File: src/core/gpcb_pkg.sv
// Purpose: Constants for the GPIO pin configuration bank
// Assumes: Register index times four is the AXI4-Lite byte address
// Notes: Printed offsets are register indices, not byte addresses
package gpcb_pkg;
    // Geometry
    localparam int NPIN = 7;
    localparam int ADDR_W = 12;
    localparam int IRQ_W = 2;

    // Register indices
    localparam logic [7:0] IDX_PWR = 8'h3D;
    localparam logic [7:0] IDX_LOCK = 8'h3E;
    localparam logic [7:0] IDX_RI = 8'h3F;
    localparam logic [7:0] IDX_DCD = 8'h40;
    localparam logic [7:0] IDX_RXD = 8'h41;
    localparam logic [7:0] IDX_TXD = 8'h42;
    localparam logic [7:0] IDX_DSR = 8'h43;
    localparam logic [7:0] IDX_DATA = 8'h50;
    localparam logic [7:0] IDX_ISTAT = 8'h51;
    localparam logic [7:0] IDX_IMASK = 8'h52;
    localparam logic [7:0] IDX_DDIS = 8'h53;

    // Decoded register slots
    localparam logic [3:0] SLOT_DATA = 4'h7;
    localparam logic [3:0] SLOT_ISTAT = 4'h8;
    localparam logic [3:0] SLOT_IMASK = 4'h9;
    localparam logic [3:0] SLOT_DDIS = 4'hA;
    localparam logic [3:0] SLOT_NONE = 4'hF;

    // Pin positions
    localparam int PIN_PWR = 0;
    localparam int PIN_LOCK = 1;
    localparam int PIN_RI = 2;
    localparam int PIN_DCD = 3;
    localparam int PIN_RXD = 4;
    localparam int PIN_TXD = 5;
    localparam int PIN_DSR = 6;

    // Field positions
    localparam int DIR_BIT = 0;
    localparam int INV_BIT = 1;
    localparam int ALT_BIT = 2;
    localparam int FN_LO = 2;
    localparam int FN_HI = 3;
    localparam int OD_BIT = 7;

    // Function codes
    localparam logic [1:0] FN_GPIO = 2'h0;
    localparam logic [1:0] FN_ALT = 2'h1;
    localparam logic [1:0] FN_EDGE = 2'h3;

    // Reset values and writable masks
    localparam logic [7:0] CFG_RST = 8'h01;
    localparam logic [7:0] CFG_TXD_RST = 8'h00;
    localparam logic [7:0] WMASK_PWR = 8'h87;
    localparam logic [7:0] WMASK_FN = 8'h8F;
    localparam logic [7:0] DATA_RST = 8'h00;
    localparam logic [7:0] DDIS_RST = 8'h00;
    localparam logic [IRQ_W-1:0] IRQ_RST = 2'h0;

    // Interrupt status bits
    localparam int IST_EDGE = 0;
    localparam int IST_DDIS_BLOCK = 1;

    localparam logic [1:0] RESP_OKAY = 2'h0;
endpackage

File: src/core/gpcb_bank.sv
// Purpose: Configuration bank and pad logic for seven general purpose pins
// Assumes: main_por_rst and hard_rst are synchronous to clk_sys; pins are asynchronous
// Notes: srst acts as the standby power-on reset and loads every register except the pin synchronisers and the previous lock level
// How it works
// - Config bit 0 chooses direction, one is input, zero is output.
// - Config bit 1 inverts the value between pin and logic.
// - Config bit 7 selects open-drain driver, else push-pull.
// - Power pin bit 2 routes power event output; bits 6:3 reserved.
// - Power event drives active low when output and not inverted.
// - Lockable pin field 11 gives either-edge interrupt, 00 gives GPIO.
// - Lockable field 01 selects disable control; pin then plain non-inverted input.
// - Once field holds 01, writes to it are ignored until a reset.
// - Any of the three resets clears the lockable pin field.
// - Under disable control, pin high makes disable register read-only.
// - Serial pins code 01 route port 2 modem and data signals.
// - Bits 6:4 of two-bit-field registers are reserved.
// - Standby reset loads 0x01, transmit pin register loads 0x00.
// - Unassigned locations read as zero.
//
// The AXI4-Lite register port is this design's own decision.
`timescale 1ns/1ps
`default_nettype none
module gpcb_bank
    import gpcb_pkg::*;
(
    // Clock and resets
    input wire logic clk_sys,
    input wire logic srst,
    input wire logic main_por_rst,
    input wire logic hard_rst,
    // AXI4-Lite write
    input wire logic [ADDR_W-1:0] s_axi_awaddr,
    input wire logic s_axi_awvalid,
    output logic s_axi_awready,
    input wire logic [31:0] s_axi_wdata,
    input wire logic [3:0] s_axi_wstrb,
    input wire logic s_axi_wvalid,
    output logic s_axi_wready,
    output logic [1:0] s_axi_bresp,
    output logic s_axi_bvalid,
    input wire logic s_axi_bready,
    // AXI4-Lite read
    input wire logic [ADDR_W-1:0] s_axi_araddr,
    input wire logic s_axi_arvalid,
    output logic s_axi_arready,
    output logic [31:0] s_axi_rdata,
    output logic [1:0] s_axi_rresp,
    output logic s_axi_rvalid,
    input wire logic s_axi_rready,
    // Pads
    input wire logic [NPIN-1:0] pin_in,
    output logic [NPIN-1:0] pin_out,
    output logic [NPIN-1:0] pin_oe_n,
    // Power management
    input wire logic pme_assert,
    // Device disable
    output logic device_disable_lock_ctrl,
    output logic [7:0] device_disable_value,
    // Serial port 2
    output logic port2_ring_indicate_n,
    output logic port2_carrier_detect_n,
    output logic port2_receive_line,
    input wire logic port2_transmit_line,
    output logic port2_data_set_ready_n,
    // Interrupt
    output logic edge_event3,
    output logic irq
);

    function automatic logic [3:0] slot_of(input logic [ADDR_W-1:0] addr);
        logic [7:0] idx;
        idx = addr[9:2];
        if (addr[ADDR_W-1:10] != '0 || addr[1:0] != 2'h0) begin
            return SLOT_NONE;
        end
        if (idx >= IDX_PWR && idx <= IDX_DSR) begin
            return 4'(idx - IDX_PWR);
        end
        case (idx)
            IDX_DATA: return SLOT_DATA;
            IDX_ISTAT: return SLOT_ISTAT;
            IDX_IMASK: return SLOT_IMASK;
            IDX_DDIS: return SLOT_DDIS;
            default: return SLOT_NONE;
        endcase
    endfunction

    // True when a two-bit function field selects its routed signal
    function automatic logic fn_is_alt(input logic [7:0] cfg);
        return cfg[FN_HI:FN_LO] == FN_ALT;
    endfunction

    logic [NPIN-1:0][7:0] cfg_r;
    logic [7:0] data_r;
    logic [7:0] ddis_r;
    logic [IRQ_W-1:0] istat_r;
    logic [IRQ_W-1:0] imask_r;
    logic [NPIN-1:0] sync1_r;
    logic [NPIN-1:0] sync2_r;
    logic lock_prev_r;
    logic bvalid_r;
    logic rvalid_r;
    logic [31:0] rdata_r;
    logic edge_r;

    // Write channel
    wire wr_fire = s_axi_awvalid & s_axi_wvalid & ~bvalid_r;
    wire [3:0] wr_slot = slot_of(s_axi_awaddr);
    wire wr_lane = wr_fire & s_axi_wstrb[0];
    wire [7:0] wr_byte = s_axi_wdata[7:0];
    assign s_axi_awready = wr_fire;
    assign s_axi_wready = wr_fire;
    assign s_axi_bvalid = bvalid_r;
    assign s_axi_bresp = RESP_OKAY;

    // Read channel
    wire rd_fire = s_axi_arvalid & ~rvalid_r;
    wire [3:0] rd_slot = slot_of(s_axi_araddr);
    assign s_axi_arready = rd_fire;
    assign s_axi_rvalid = rvalid_r;
    assign s_axi_rdata = rdata_r;
    assign s_axi_rresp = RESP_OKAY;

    // Per-pin decode
    wire [NPIN-1:0] dir_in;
    wire [NPIN-1:0] inv;
    wire [NPIN-1:0] od;
    wire [NPIN-1:0] in_val;
    wire [NPIN-1:0] src;
    wire [NPIN-1:0] drive_val;
    wire [NPIN-1:0] drive_en;
    wire [1:0] lock_fn = cfg_r[PIN_LOCK][FN_HI:FN_LO];
    wire locked = (lock_fn == FN_ALT);
    wire edge_mode = (lock_fn == FN_EDGE);
    wire pwr_alt = cfg_r[PIN_PWR][ALT_BIT];
    wire txd_alt = fn_is_alt(cfg_r[PIN_TXD]);
    wire power_event_out_n = ~pme_assert;
    wire lock_pin_raw = sync2_r[PIN_LOCK];
    wire ddis_writable = ~locked | ~lock_pin_raw;
    wire ddis_try = wr_lane && wr_slot == SLOT_DDIS;
    wire [7:0] cfg_wmask = (wr_slot == 4'(PIN_PWR)) ? WMASK_PWR : WMASK_FN;
    wire [7:0] cfg_wval = wr_byte & cfg_wmask;
    wire [IRQ_W-1:0] ev;
    wire [7:0] data_rd;

    genvar gi;
    generate
        for (gi = 0; gi < NPIN; gi++) begin : g_pin
            assign dir_in[gi] = cfg_r[gi][DIR_BIT];
            assign od[gi] = cfg_r[gi][OD_BIT];
            if (gi == PIN_LOCK) begin : g_lock
                assign inv[gi] = cfg_r[gi][INV_BIT] & ~locked;
                assign drive_en[gi] = ~dir_in[gi] & ~locked & ~edge_mode;
            end else begin : g_plain
                assign inv[gi] = cfg_r[gi][INV_BIT];
                assign drive_en[gi] = ~dir_in[gi];
            end
            assign in_val[gi] = sync2_r[gi] ^ inv[gi];
            assign drive_val[gi] = src[gi] ^ inv[gi];
            assign data_rd[gi] = dir_in[gi] ? in_val[gi] : data_r[gi];
        end
    endgenerate
    assign data_rd[7] = 1'b0;

    // Output sources before inversion
    assign src[PIN_PWR] = pwr_alt ? power_event_out_n : data_r[PIN_PWR];
    assign src[PIN_LOCK] = data_r[PIN_LOCK];
    assign src[PIN_RI] = data_r[PIN_RI];
    assign src[PIN_DCD] = data_r[PIN_DCD];
    assign src[PIN_RXD] = data_r[PIN_RXD];
    assign src[PIN_TXD] = txd_alt ? port2_transmit_line : data_r[PIN_TXD];
    assign src[PIN_DSR] = data_r[PIN_DSR];

    // Interrupt events
    // Raw level, so a polarity write cannot fake an edge
    wire edge_hit = edge_mode & (lock_pin_raw != lock_prev_r);
    assign ev[IST_EDGE] = edge_hit;
    assign ev[IST_DDIS_BLOCK] = ddis_try & ~ddis_writable;
    wire [IRQ_W-1:0] ist_clr = (wr_lane && wr_slot == SLOT_ISTAT) ? wr_byte[IRQ_W-1:0] :
        IRQ_RST;

    // Read mux
    logic [7:0] rd_byte;
    always_comb begin
        rd_byte = 8'h00;
        if (rd_slot < 4'(NPIN)) begin
            rd_byte = cfg_r[rd_slot[2:0]];
        end else begin
            case (rd_slot)
                SLOT_DATA: rd_byte = data_rd;
                SLOT_ISTAT: rd_byte = {{(8 - IRQ_W){1'b0}}, istat_r};
                SLOT_IMASK: rd_byte = {{(8 - IRQ_W){1'b0}}, imask_r};
                SLOT_DDIS: rd_byte = ddis_r;
                default: rd_byte = 8'h00;
            endcase
        end
    end

    // Pin input synchroniser
    always_ff @(posedge clk_sys) begin
        sync1_r <= pin_in;
        sync2_r <= sync1_r;
    end

    // Previous lockable pin level for edge detection
    always_ff @(posedge clk_sys) begin
        lock_prev_r <= lock_pin_raw;
    end

    // Configuration next value; main and hard reset touch two registers only
    wire soft_rst = main_por_rst | hard_rst;
    logic [NPIN-1:0][7:0] cfg_nxt;
    always_comb begin
        cfg_nxt = cfg_r;
        if (soft_rst) begin
            cfg_nxt[PIN_LOCK][FN_HI:FN_LO] = FN_GPIO;
            cfg_nxt[PIN_TXD] = CFG_TXD_RST;
        end else if (wr_lane && wr_slot < 4'(NPIN)) begin
            cfg_nxt[wr_slot[2:0]] = cfg_wval;
            if (wr_slot == 4'(PIN_LOCK) && locked) begin
                cfg_nxt[PIN_LOCK][FN_HI:FN_LO] = FN_ALT;
            end
        end
    end

    // Configuration registers
    always_ff @(posedge clk_sys) begin
        if (srst) begin
            for (int i = 0; i < NPIN; i++) begin
                cfg_r[i] <= CFG_RST;
            end
            cfg_r[PIN_TXD] <= CFG_TXD_RST;
        end else begin
            cfg_r <= cfg_nxt;
        end
    end

    // Data, device disable and interrupt next values
    wire data_we = wr_lane && wr_slot == SLOT_DATA;
    wire ddis_we = ddis_try & ddis_writable;
    wire imask_we = wr_lane && wr_slot == SLOT_IMASK;
    wire [7:0] data_nxt = data_we ? {1'b0, wr_byte[NPIN-1:0]} : data_r;
    wire [7:0] ddis_nxt = ddis_we ? wr_byte : ddis_r;
    wire [IRQ_W-1:0] imask_nxt = imask_we ? wr_byte[IRQ_W-1:0] : imask_r;
    // Set beats clear when an event meets a write of one
    wire [IRQ_W-1:0] istat_nxt = (istat_r & ~ist_clr) | ev;

    // Data and device disable registers
    always_ff @(posedge clk_sys) begin
        if (srst) begin
            data_r <= DATA_RST;
            ddis_r <= DDIS_RST;
        end else begin
            data_r <= data_nxt;
            ddis_r <= ddis_nxt;
        end
    end

    // Interrupt status and mask registers
    always_ff @(posedge clk_sys) begin
        if (srst) begin
            istat_r <= IRQ_RST;
            imask_r <= IRQ_RST;
        end else begin
            istat_r <= istat_nxt;
            imask_r <= imask_nxt;
        end
    end

    // Response next values, held until the master takes them
    wire bvalid_nxt = wr_fire | (bvalid_r & ~s_axi_bready);
    wire rvalid_nxt = rd_fire | (rvalid_r & ~s_axi_rready);
    wire [31:0] rdata_nxt = rd_fire ? {24'h00_0000, rd_byte} : rdata_r;

    // Write response register
    always_ff @(posedge clk_sys) begin
        if (srst) begin
            bvalid_r <= 1'b0;
        end else begin
            bvalid_r <= bvalid_nxt;
        end
    end

    // Read response registers
    always_ff @(posedge clk_sys) begin
        if (srst) begin
            rvalid_r <= 1'b0;
            rdata_r <= 32'h0000_0000;
        end else begin
            rvalid_r <= rvalid_nxt;
            rdata_r <= rdata_nxt;
        end
    end

    // Pad drive next values
    logic [NPIN-1:0] pin_out_r;
    logic [NPIN-1:0] pin_oe_n_r;
    wire [NPIN-1:0] pin_out_nxt;
    wire [NPIN-1:0] pin_oe_n_nxt;
    generate
        for (gi = 0; gi < NPIN; gi++) begin : g_pad
            // Open drain only ever pulls low
            assign pin_out_nxt[gi] = od[gi] ? 1'b0 : drive_val[gi];
            assign pin_oe_n_nxt[gi] = od[gi] ? ~(drive_en[gi] & ~drive_val[gi]) :
                ~drive_en[gi];
        end
    endgenerate

    // Pad registers, undriven after reset
    always_ff @(posedge clk_sys) begin
        if (srst) begin
            pin_out_r <= '0;
            pin_oe_n_r <= '1;
        end else begin
            pin_out_r <= pin_out_nxt;
            pin_oe_n_r <= pin_oe_n_nxt;
        end
    end

    // Serial port 2 inputs, idle high unless routed
    logic [3:0] port2_in_r;
    wire [3:0] port2_in_nxt;
    assign port2_in_nxt[0] = fn_is_alt(cfg_r[PIN_RI]) ? in_val[PIN_RI] : 1'b1;
    assign port2_in_nxt[1] = fn_is_alt(cfg_r[PIN_DCD]) ? in_val[PIN_DCD] : 1'b1;
    assign port2_in_nxt[2] = fn_is_alt(cfg_r[PIN_RXD]) ? in_val[PIN_RXD] : 1'b1;
    assign port2_in_nxt[3] = fn_is_alt(cfg_r[PIN_DSR]) ? in_val[PIN_DSR] : 1'b1;

    // Serial port 2 input registers
    always_ff @(posedge clk_sys) begin
        if (srst) begin
            port2_in_r <= 4'hF;
        end else begin
            port2_in_r <= port2_in_nxt;
        end
    end

    // Lock state and device disable copies
    logic lock_ctrl_r;
    logic [7:0] ddis_out_r;
    always_ff @(posedge clk_sys) begin
        if (srst) begin
            lock_ctrl_r <= 1'b0;
            ddis_out_r <= DDIS_RST;
        end else begin
            lock_ctrl_r <= locked;
            ddis_out_r <= ddis_r;
        end
    end

    // Edge pulse and interrupt level
    logic irq_r;
    wire irq_nxt = |(istat_r & imask_r);
    always_ff @(posedge clk_sys) begin
        if (srst) begin
            edge_r <= 1'b0;
            irq_r <= 1'b0;
        end else begin
            edge_r <= edge_hit;
            irq_r <= irq_nxt;
        end
    end

    // Output ports
    assign pin_out = pin_out_r;
    assign pin_oe_n = pin_oe_n_r;
    assign device_disable_lock_ctrl = lock_ctrl_r;
    assign device_disable_value = ddis_out_r;
    assign port2_ring_indicate_n = port2_in_r[0];
    assign port2_carrier_detect_n = port2_in_r[1];
    assign port2_receive_line = port2_in_r[2];
    assign port2_data_set_ready_n = port2_in_r[3];
    assign edge_event3 = edge_r;
    assign irq = irq_r;

endmodule
`default_nettype wire

File: config.mk
export PLATFORM = sky130hd
export DESIGN_NAME = gpcb_bank
export DESIGN_NICKNAME = d
export VERILOG_FILES = /design/src/core/gpcb_pkg.sv /design/src/core/gpcb_bank.sv
export SDC_FILE = /design/constraint.sdc
export NUM_CORES = 1
export LEC_CHECK = 0
export BUFFER_PORTS_ARGS = -buffer_cell sky130_fd_sc_hd__buf_2
export CELL_PAD_IN_SITES_DETAIL_PLACEMENT = 1
export CELL_PAD_IN_SITES_GLOBAL_PLACEMENT = 2
export CORE_MARGIN = 2
export CORE_UTILIZATION = 31
export DETAILED_ROUTE_END_ITERATION = 6
export PLACE_DENSITY = 0.81
export REMOVE_ABC_BUFFERS = 1
export SYNTH_ARGS = -nofsm -noshare
export SYNTH_HDL_FRONTEND = slang
export SYNTH_SLANG_ARGS = --single-unit
File: constraint.sdc
create_clock -name clk_sys -period 3.1 [get_ports clk_sys]
set_clock_uncertainty 0.15 [all_clocks]
set_input_delay 0.155 -clock clk_sys [delete_from_list [all_inputs] [get_ports clk_sys]]
set_output_delay 0.155 -clock clk_sys [all_outputs]
set_load 0.01 [all_outputs]
### Yosys cells after proc, flatten, opt, wreduce, memory -nomap -nowiden

Index checks and enable logic that the tools add are counted.

* add/sub/neg operators: 2
* order comparisons: 9
* eq/ne operators: 25
* multiplexer cells: 42
* bitwise logic cells: 78
* reductions and logical operators: 30

Operator list (count)
* $eq A8 B7 Y1 const B: 8
* $bwmux W56: 1
* $mux W4: 9
* $not A1 Y1: 36
* $pmux W4 S4: 2
* $pmux W8 S4: 1
* $reduce_or A2 Y1: 13
* $bmux W8 S3: 1
* $demux W8 S3: 1
* $eq A4 B4 Y1 const B: 6
* $mux W8: 3
* $mux W1: 22
* $and A1 B1 Y1: 19
* $ge A8 B6 Y1 const B: 2
* $le A8 B7 Y1 const B: 2
* $xor A1 B1 Y1: 14
* $eq A2 B1 Y1 const B: 6
* $logic_and A1 B1 Y1: 9
* $and A8 B8 Y8: 1
* $eq A4 B3 Y1 const B: 2
* $lt A3 B4 Y1 const B: 2
* $lt A4 B3 Y1 const B: 2
* $reduce_bool A2 Y1: 4
* $sub A4 B4 Y4 const B: 2
* 12 further kinds: 18

* register bits: 129
* input bits: 78
* output and inout port bits: 70
* word-level logic and storage cells: 220

### Logic depth before layout (Yosys ltp)

Gate-level depths: netlist (run 1).

* depth after elaboration: 12
* depth in mapped cells: 11
* gate-level depth less buffers: 9

### Worst setup path after synthesis (run 1)

Ideal clock, no wire load.

* path kind: input -> register
* start point: in s_axi_araddr[2]
* end point: reg rdata_r[3] (netlist: s_axi_rdata[3])
* library setup time: 0.128 ns
* arrival: 2.298 ns
* required time: 2.822 ns
* setup slack: 0.525 ns
* stages on the path: 9
* path buffers: 0
* path through: inv_1 ha_1 nor4b_1 and4bb_2 o2bb2ai_1 mux2_2 a221o_1 o211ai_1 a21oi_1

* longest elaborated chain between the ends: 9
* elaborated cells between the ends (all ways): 23
* classes of those cells: 1 x add/sub; 3 x order compare; 8 x eq/ne; 10 x mux; 1 x reduce/logical

RTL lines
* start, declared: RTL line gpcb_bank.sv:43 `input wire logic [ADDR_W-1:0] s_axi_araddr,`
* $ge A8 B6 Y1 or $le A8 B7 Y1 (tied branches): RTL line gpcb_bank.sv:76 `if (idx >= IDX_PWR && idx <= IDX_DSR) begin`
* $logic_and A1 B1 Y1: RTL line gpcb_bank.sv:76
* $mux W1 (2 in a row): RTL line gpcb_bank.sv:76
* $mux W4 (*): RTL line gpcb_bank.sv:79 `case (idx)`
* $mux W4 (*): RTL line gpcb_bank.sv:76
* $eq A4 B4 Y1 (tied with other cells): RTL line gpcb_bank.sv:189 `case (rd_slot)`
* $pmux W8 S4 or $mux W8 (tied branches): RTL line gpcb_bank.sv:189, gpcb_bank.sv:187
* $mux W8 (*): RTL line gpcb_bank.sv:186 `if (rd_slot < 4'(NPIN)) begin`
* end signal, assigned: RTL line gpcb_bank.sv:291 `rdata_r <= rdata_nxt;`
* end, declared: RTL line gpcb_bank.sv:103 `logic [31:0] rdata_r;`

Mark *: on every way between the ends. The rest lies on a longest branch, timed or not. The select of a mux whose other input is x is not followed.
A chain may end at the register's enable or synchronous reset.

### Final worst setup path (run 1)

* start point: in s_axi_araddr[2]
* end point: reg rdata_r[1] (netlist: s_axi_rdata[1])

Same word-level chain as after synthesis.

==> results.sh, run 1 <==
export IMPL_outcome="finished clean"
export IMPL_relSlewSlack_pct=44.50
export IMPL_cts_buffers=9
export IMPL_ctsResizeCount=0
export IMPL_power_density_mw_per_mm2=431.1
export IMPL_nets=766
export IMPL_dp_cells=874
export IMPL_p_sw_uw=703.3
export IMPL_clk_latency_ps=350
export IMPL_fmax_mhz=362.9
export IMPL_switching_share_pct=25.62
export IMPL_grt_pass1_wl_um=24490
export IMPL_hp_class="in -> reg"
export IMPL_yosysWarnings=0
export IMPL_drv_cap=0
export IMPL_cp_max_fo=9
export IMPL_syn_cell_area_sq_mm=0.005260
export IMPL_synth_top_cell_by_area="dfxtp_1"
export IMPL_dp_hpwl_um=11750
export IMPL_grt_max_degree=59
export IMPL_end_kind="flip-flop"
export IMPL_path_class="in -> reg"
export IMPL_synth_seq_cells=108
export IMPL_totalWireLength_um=15370
export IMPL_h_tree_depth=3
export IMPL_p_clk_share_pct=40.6
export IMPL_ios=148
export IMPL_synthTopCellsByArea="dfxtp_1, mux2i_1, nor2_1"
export IMPL_fin_crit_ps=2755
export IMPL_slew_viol_final=0
export IMPL_port_buffers=92
export IMPL_p_seq_share_pct=51.3
export IMPL_drtIter0Drc=203
export IMPL_syn_instance_count=569
export IMPL_grt_overflow=0
export IMPL_ys_seq_area_share_pct=41.10
export IMPL_drive_above_1_share_pct=21.82
export IMPL_path_clk_slew_ps=80
export IMPL_setup_tns_ps=0
export IMPL_grt_usage_pct=17.11
export IMPL_synth_top_area_share_pct=41.10
export IMPL_start_util_pct=31.72
export IMPL_drt_pass1_iterations=4
export IMPL_synthTopCellsByCount="dfxtp_1, nor2_1, mux2i_1"
export IMPL_ys_flop_type="dfxtp_1"
export IMPL_finalSetupViolations=0
export IMPL_cts_buffer_depth=2
export IMPL_avgRoutedWirePerCell_um=17.02
export IMPL_syn_to_final_growth_pct=21.03
export IMPL_cts_sinks=108
export IMPL_whs_ps=45.37
export IMPL_avgSynthCellArea_sq_um=9.244
export IMPL_fin_area_sq_mm=0.006366
export IMPL_instances_no_fill=903
export IMPL_diodes=0
export IMPL_core_region_area_sq_mm=0.01658
export IMPL_worst_pin_slew_ps=832.4
export IMPL_grt_pass1_vias=4658
export IMPL_post_cts_buffers=0
export IMPL_post_synth_top_count_cell="dfxtp_1"
export IMPL_fin_crit_sh_pct=88.88
export IMPL_place_area_sq_mm=0.005953
export IMPL_fin_util_pct=38.39
export IMPL_async_flop_share_pct=0
export IMPL_place_congestion=0.8199
export IMPL_synth_enable_flop_cells=0
export IMPL_rsz0062_at_grt="false"
export IMPL_p_int_mw=2.041
export IMPL_synth_cell_types=68
export IMPL_rows=47
export IMPL_die_x_um=134.3
export IMPL_cts_tree="done"
export IMPL_die_h_um=134.3
export IMPL_viasPerCell=5.034
export IMPL_design_power_total_mw=2.745
export IMPL_p_comb_share_pct=8.1
export IMPL_hold_viol=0
export IMPL_drc=0
export IMPL_critPathRequiredTime_ps=3190
export IMPL_arrival_ps=2840
export IMPL_startpoint_type="primary input"
export IMPL_vias=4546
export IMPL_setup_ws_ps=344.8
export IMPL_ant_nets=0
export IMPL_leakage_nw=2.659
export IMPL_cts_root_buf="clkbuf_16"
export IMPL_ir_drop_mv=0.4427
export IMPL_dp_worst_setup_slack_ps=8.761
export IMPL_antenna_found_initial=0
export IMPL_dieArea_sq_mm=0.01803
-- layout make-up --
type / count / area, sq um
Sequential cell: 108 / 2162
Tap cell: 220 / 275.3
Timing Repair Buffer: 127 / 768.2
Fill cell: 1971 / 10220
Multi-Input combinational cell: 415 / 2814
Clock inverter: 7 / 57.56
Clock buffer: 9 / 225.2
Inverter: 17 / 63.81
-- critical path, cell delays in order --
cell,delay [ps]
buf_2,150
inv_1,70
buf_4,150
ha_1,200
nor4b_1,420
and4bb_2,310
o2bb2ai_1,390
buf_4,340
mux2i_1,260
mux2i_1,120
o211ai_1,180
a21oi_1,80
-- what timing repair did --
| action | in CTS | in global routing |
|---|---|---|
| hold buffers | 13 | 0 |
| hold endpoints to repair | 17 | 0 |
| setup endpoints to repair | 0 | 0 |
-- power by group through the flow --
stage,Sequential (mW),Clock (mW),Combinational (mW)
after detailed placement,1.44,0,0.208
after global placement,1.44,0,0.200
after floorplan,1.44,0,0.0967
final,1.41,1.11,0.222
after global routing,1.41,1.20,0.245
after CTS,1.41,1.15,0.222
-- metal layers --
layer / wire length [um] / track usage [%] / vias up / share of wire (%)
li1: - / - / 2207 / -
met1: 6907 / 22.03 / 2209 / 45
met2: 7519 / 29.31 / 112 / 49
met3: 691 / 3.137 / 18 / 4.5
met4: 248 / 4.795 / 0 / 1.6
met5: 0 / 0 / - / 0
-- cells by family after synthesis --
logic type	share of synthesized area (%)
and+or+nand+nor	19.12
muxes	11.16
DFF	41.10
other	0.07129
xor gates and xnor gates	3.330
buffers and inverters	7.469
AOI/OAI and AO/OA	15.37
adders and majority gates	2.379
-- layout by cell type (no fill, tap or decap), drive strengths merged, types with 3 or more instances in the layout --
| cell | n |
|---|---|
| a2111oi | 7 |
| a211o | 5 |
| a211oi | 4 |
| a21oi | 30 |
| a221o | 4 |
| a221oi | 4 |
| a31oi | 4 |
| and2 | 4 |
| buf | 114 |
| clkbuf | 9 |
| conb | 28 |
| dfxtp | 108 |
| dlygate4sd3 | 13 |
| ha | 10 |
| inv | 21 |
| mux2 | 5 |
| mux2i | 53 |
| nand2 | 26 |
| nand2b | 7 |
| nand3 | 17 |
| nand3b | 3 |
| nand4 | 12 |
| nand4b | 3 |
| nor2 | 64 |
| nor2b | 10 |
| nor3 | 9 |
| nor3b | 7 |
| nor4 | 4 |
| nor4b | 3 |
| o211ai | 9 |
| o21ai | 24 |
| o32ai | 5 |
| or3 | 6 |
| xnor2 | 10 |
| xor2 | 10 |
-- worst paths after layout --
path	start	endpoint	slack [ps]	depth (start not counted)
worst max-delay path	s_axi_araddr[2]	s_axi_rdata[1]	340	12
worst min-delay path	s_axi_wdata[2]	ddis_r[2]	50	3
worst max register to register	s_axi_bvalid	cfg_r[48]	570	6
worst min register to register	sync1_r[4]	sync2_r[4]	180	0
-- flip-flops by register name (all words and copies together) (netlist names), 2 cells and up --
name,flops
pin_out,7
istat_r,2
imask_r,2
sync2_r,7
sync1_r,7
device_disable_value,8
pin_oe_n,7
cfg_r,35
port2_in_r,4
data_r,7
ddis_r,8
s_axi_rdata,8
Power figures use the tool's default switching activity.
==> inputs of run 2 (changes only) <==
--- a/config.mk
+++ b/config.mk
@@ -13,6 +13,7 @@
 export DETAILED_ROUTE_END_ITERATION = 6
 export PLACE_DENSITY = 0.81
 export REMOVE_ABC_BUFFERS = 1
+export SETUP_SLACK_MARGIN = 0.4
 export SYNTH_ARGS = -nofsm -noshare
 export SYNTH_HDL_FRONTEND = slang
 export SYNTH_SLANG_ARGS = --single-unit
==> results.sh, run 2 (synthesis gave the netlist of run 1 again) <==
export IMPL_fin_area_sq_mm=0.006437
export IMPL_largest_register_ffs=35
export IMPL_grt_pass1_wl_um=24500
export IMPL_fin_crit_sh_pct=81.31
export IMPL_ios=148
export IMPL_antenna_found_initial=0
export IMPL_end_kind="flip-flop"
export IMPL_cts_buffer_depth=2
export IMPL_dp_hpwl_um=11750
export IMPL_n_fill_cell=1974
export IMPL_core_region_area_sq_mm=0.01658
export IMPL_path_class="in -> reg"
export IMPL_drt_pass1_iterations=4
export IMPL_outcome="finished clean"
export IMPL_cts_buffers=9
export IMPL_worst_pin_slew_ps=713.9
export IMPL_power_density_mw_per_mm2=427.2
export IMPL_h_tree_depth=3
export IMPL_drc=0
export IMPL_totalWireLength_um=15490
export IMPL_leakage_nw=2.684
export IMPL_reg2reg_from="s_axi_bvalid"
export IMPL_syn_to_final_growth_pct=22.38
export IMPL_dieArea_sq_mm=0.01803
export IMPL_final_common_cell="dfxtp_1"
export IMPL_regMostFlops="cfg_r"
export IMPL_grt_use_met1_pct=22.03
export IMPL_die_h_um=134.3
export IMPL_vias=4602
export IMPL_met3_usage_pct=3.137
export IMPL_die_x_um=134.3
export IMPL_min_to="ddis_r[2]"
export IMPL_cts_root_buf="clkbuf_16"
export IMPL_reg2reg_setup_slack_ps=700
export IMPL_grt_pass1_vias=4652
export IMPL_hp_class="in -> reg"
export IMPL_hp_start="s_axi_wdata[2]"
export IMPL_crit_start="s_axi_awaddr[2]"
export IMPL_fmax_mhz=396.7
export IMPL_drive_above_1_share_pct=23.14
export IMPL_clk_latency_ps=350
export IMPL_ant_nets=0
export IMPL_place_area_sq_mm=0.005953
export IMPL_drtIter0Drc=199
export IMPL_top_usage_layer="met2"
export IMPL_cts_tree="done"
export IMPL_diodes=0
export IMPL_grt_max_degree=59
export IMPL_ir_drop_mv=0.4429
export IMPL_grtUsageMet2_pct=29.37
export IMPL_whs_ps=45.65
export IMPL_start_util_pct=31.72
export IMPL_place_congestion=0.8199
export IMPL_nets=770
export IMPL_fin_crit_ps=2521
export IMPL_relSlewSlack_pct=52.18
export IMPL_avgRoutedWirePerCell_um=17.07
export IMPL_grt_usage_pct=17.11
export IMPL_setup_tns_ps=0
export IMPL_rows=47
export IMPL_r2r_end="cfg_r[48]"
export IMPL_startpoint_type="primary input"
export IMPL_grt_overflow=0
export IMPL_slew_viol_final=0
export IMPL_port_buffers=92
export IMPL_cts_sinks=108
export IMPL_min_path_cells=3
export IMPL_rsz0062_at_grt="false"
export IMPL_worst_r2r_path_depth=6
export IMPL_arrival_ps=2650
export IMPL_finalSetupViolations=0
export IMPL_layout_common_cells="dfxtp_1, buf_2, nor2_1"
export IMPL_critPathRequiredTime_ps=3230
export IMPL_drv_cap=0
export IMPL_hold_viol=0
export IMPL_viasPerCell=5.074
export IMPL_path_clk_slew_ps=80
export IMPL_cp_max_fo=7
==> run 2: power by group <==
group	leakage, nW	switching (mW)	internal, mW
registers	0.877	0.00750	1.40
clock network	0.135	0.556	0.559
logic	1.67	0.144	0.0825
total	2.68	0.708	2.04
==> run 2: worst max path at each step <==
| stage | end | slack, ps |
|---|---|---|
| after floorplan | s_axi_rdata[1] | -10 |
| after global routing | cfg_r[0] | 420 |
| final | cfg_r[11] | 580 |
| after CTS | s_axi_rdata[5] | 440 |
| after detailed placement | s_axi_rdata[1] | 9 |
| after global placement | s_axi_rdata[3] | 100 |
==> run 2: critical path, stage by stage <==
cell and delay, ps:
buf_2 140, inv_1 90, ha_1 250, nor3_1 220, nor2_1 70, a211oi_1 580
a211oi_2 190, a31oi_1 620, nand3b_1 150, a21oi_1 180
==> run 2: cell type report <==
class	count	area, sq um	area share [%]
Clock buffer	9	225.2	3.499
Clock inverter	7	57.56	0.8941
Inverter	17	63.81	0.9913
Multi-Input combinational cell	415	2855	44.35
Sequential cell	108	2162	33.59
Tap cell	220	275.3	4.276
Timing Repair Buffer	131	798.3	12.40
==> run 2: per-stage QoR <==
stage / worst slack, ps / total power [mW] / util, % / instances
after global placement: 98.61 / 1.642 / 35.90 / 874
after detailed placement: 8.761 / 1.650 / 35.90 / 874
after floorplan: -12.20 / 1.539 / - / 540
final: 579.3 / 2.750 / 38.82 / 907
after CTS: 439.0 / 2.783 / 38.43 / 903
after global routing: 420.9 / 2.860 / 38.82 / 907
==> run 2: repair_timing <==
item                       CTS  global route
pin swaps                    0             2
hold buffers                13             0
setup endpoints to repair    4            20
buffers inserted             0             4
hold endpoints to repair    17             0
resized for setup            1             6
==> run 2: per-layer routing <==
metal,part of all wire (%),routed length (um),vias up
li1,-,-,2216
met1,45,7027,2255
met2,49,7583,113
met3,4.1,634,18
met4,1.6,241,0
met5,0,0,-
==> inputs of run 3 (changes only) <==
--- a/config.mk
+++ b/config.mk
@@ -9,9 +9,9 @@
 export CELL_PAD_IN_SITES_DETAIL_PLACEMENT = 1
 export CELL_PAD_IN_SITES_GLOBAL_PLACEMENT = 2
 export CORE_MARGIN = 2
-export CORE_UTILIZATION = 31
+export CORE_UTILIZATION = 28
 export DETAILED_ROUTE_END_ITERATION = 6
-export PLACE_DENSITY = 0.81
+export PLACE_DENSITY = 0.77
 export REMOVE_ABC_BUFFERS = 1
 export SETUP_SLACK_MARGIN = 0.4
 export SYNTH_ARGS = -nofsm -noshare
==> constraint.sdc (replaced) <==
create_clock -name clk_sys -period 2.08 [get_ports clk_sys]
set_clock_uncertainty 0.15 [all_clocks]
set_input_delay 0.104 -clock clk_sys [delete_from_list [all_inputs] [get_ports clk_sys]]
set_output_delay 0.104 -clock clk_sys [all_outputs]
set_load 0.01 [all_outputs]
==> results.sh, run 3 (synthesis gave the netlist of run 1 again) <==
export IMPL_outcome="finished with violations"
export IMPL_violations="negative setup slack"
export IMPL_slew_viol_final=0
export IMPL_p_clk_share_pct=42.6
export IMPL_grt_pass1_vias=5544
export IMPL_dieArea_sq_mm=0.01990
export IMPL_instances_no_fill=1040
export IMPL_die_x_um=141.1
export IMPL_leakage_nw=3.455
export IMPL_reg2reg_setup_slack_ps=70
export IMPL_drt_pass1_iterations=4
export IMPL_dp_cells=963
export IMPL_cts_buffer_depth=2
export IMPL_setup_tns_ps=-1218
export IMPL_ir_drop_mv=0.4627
export IMPL_syn_to_final_growth_pct=58.21
export IMPL_ant_nets=0
export IMPL_cts_tree="done"
export IMPL_fin_crit_sh_pct=105.7
export IMPL_h_tree_depth=3
export IMPL_diodes=0
export IMPL_power_density_mw_per_mm2=558.1
export IMPL_fmax_mhz=454.8
export IMPL_finalSetupViolations=34
export IMPL_p_seq_share_pct=45.3
export IMPL_n_fill_cell=2090
export IMPL_path_class="in -> reg"
export IMPL_regArea_sq_mm=0.002162
export IMPL_fin_util_pct=44.79
export IMPL_start_util_pct=28.31
export IMPL_fin_crit_ps=2199
export IMPL_startpoint_type="primary input"
export IMPL_core_region_area_sq_mm=0.01858
export IMPL_arrival_ps=2310
export IMPL_cts_buffers=9
export IMPL_die_h_um=141.1
export IMPL_drc=0
export IMPL_switching_share_pct=26.25
export IMPL_fin_area_sq_mm=0.008322
export IMPL_nets=889
export IMPL_cts_sinks=108
export IMPL_design_power_total_mw=4.644
export IMPL_vias=5220
export IMPL_totalWireLength_um=20340
export IMPL_grt_max_degree=25
export IMPL_largest_register_ffs=35
export IMPL_drive_above_1_share_pct=44.04
export IMPL_place_area_sq_mm=0.006559
export IMPL_path_clk_slew_ps=80
export IMPL_clk_latency_ps=370
export IMPL_drtIter0Drc=229
export IMPL_ios=148
export IMPL_critPathRequiredTime_ps=2190
export IMPL_final_common_cell="dfxtp_1"
export IMPL_p_comb_share_pct=12.2
export IMPL_dp_worst_setup_slack_ps=-766.8
export IMPL_multiInputGateArea_sq_mm=0.003487
export IMPL_hold_viol=0
export IMPL_setup_ws_ps=-119.0
export IMPL_avgRoutedWirePerCell_um=19.56
export IMPL_drv_cap=0
export IMPL_rsz0062_at_grt="true"
export IMPL_end_kind="flip-flop"
export IMPL_cp_max_fo=5
export IMPL_grt_pass1_wl_um=30920
export IMPL_grt_overflow=0
export IMPL_p_sw_mw=1.219
export IMPL_antenna_found_initial=0
export IMPL_hp_class="in -> reg"
export IMPL_relSlewSlack_pct=57.19
export IMPL_cts_root_buf="clkbuf_16"
export IMPL_viasPerCell=5.019
export IMPL_grt_usage_pct=19.92
export IMPL_place_congestion=0.9143
export IMPL_port_buffers=92
export IMPL_layout_common_cells="dfxtp_1, buf_4, buf_2"
export IMPL_dp_hpwl_um=13430
export IMPL_p_int_mw=3.425
export IMPL_worst_pin_slew_ps=642.1
export IMPL_whs_ps=1.687
export IMPL_regMostFlops="cfg_r"
export IMPL_rows=50
## run 3: layout make-up
class                   instances  share of cell area (%)
clock inverters                 7                   1.308
clock buffers                   9                   2.706
flip-flops and latches        108                   25.98
inverters                      17                   1.007
multi-input cells             415                   41.90
repair buffers                250                   23.58
well taps                     234                   3.518
## run 3: path summary, 6_finish.rpt
check                  startpoint        endpoint  depth (start not counted)
hold / removal      s_axi_arvalid  s_axi_rdata[6]                          4
setup reg to reg     s_axi_bvalid       cfg_r[31]                          8
setup / recovery  s_axi_awaddr[2]      istat_r[0]                         11
hold reg to reg        sync1_r[6]      sync2_r[6]                          0
## run 3: timing repair
action | in CTS | in global routing
resized for setup | 166 | 37
buffers inserted | 27 | 17
hold buffers | 16 | 0
endpoints found under the hold margin | 20 | 0
gates cloned | 1 | 0
endpoints found under the setup margin | 63 | 62
pin swaps | 63 | 34
## run 3: power by group through the flow
stage / registers (mW) / logic (mW) / clock network (mW)
detailed placement: 2.15 / 0.398 / 0
CTS: 2.10 / 0.521 / 2.00
global route: 2.10 / 0.603 / 2.10
finish: 2.10 / 0.565 / 1.98
floorplan: 2.15 / 0.144 / 0
global placement: 2.15 / 0.388 / 0
## run 3: layer usage
layer	wire length, um	vias up	global-route usage [%]
met5	0	-	0
met3	751	29	2.921
met4	475	0	6.421
li1	-	2463	-
met1	8543	2596	23.86
met2	10570	132	36.48
## run 3: critical path: stages
cell and delay [ps]:
buf_8 120, inv_4 70, ha_4 160, xor2_1 250, buf_4 200, o211ai_1 190
a211oi_4 300, buf_6 160, nand2_4 50, or4b_4 480, a31o_1 240
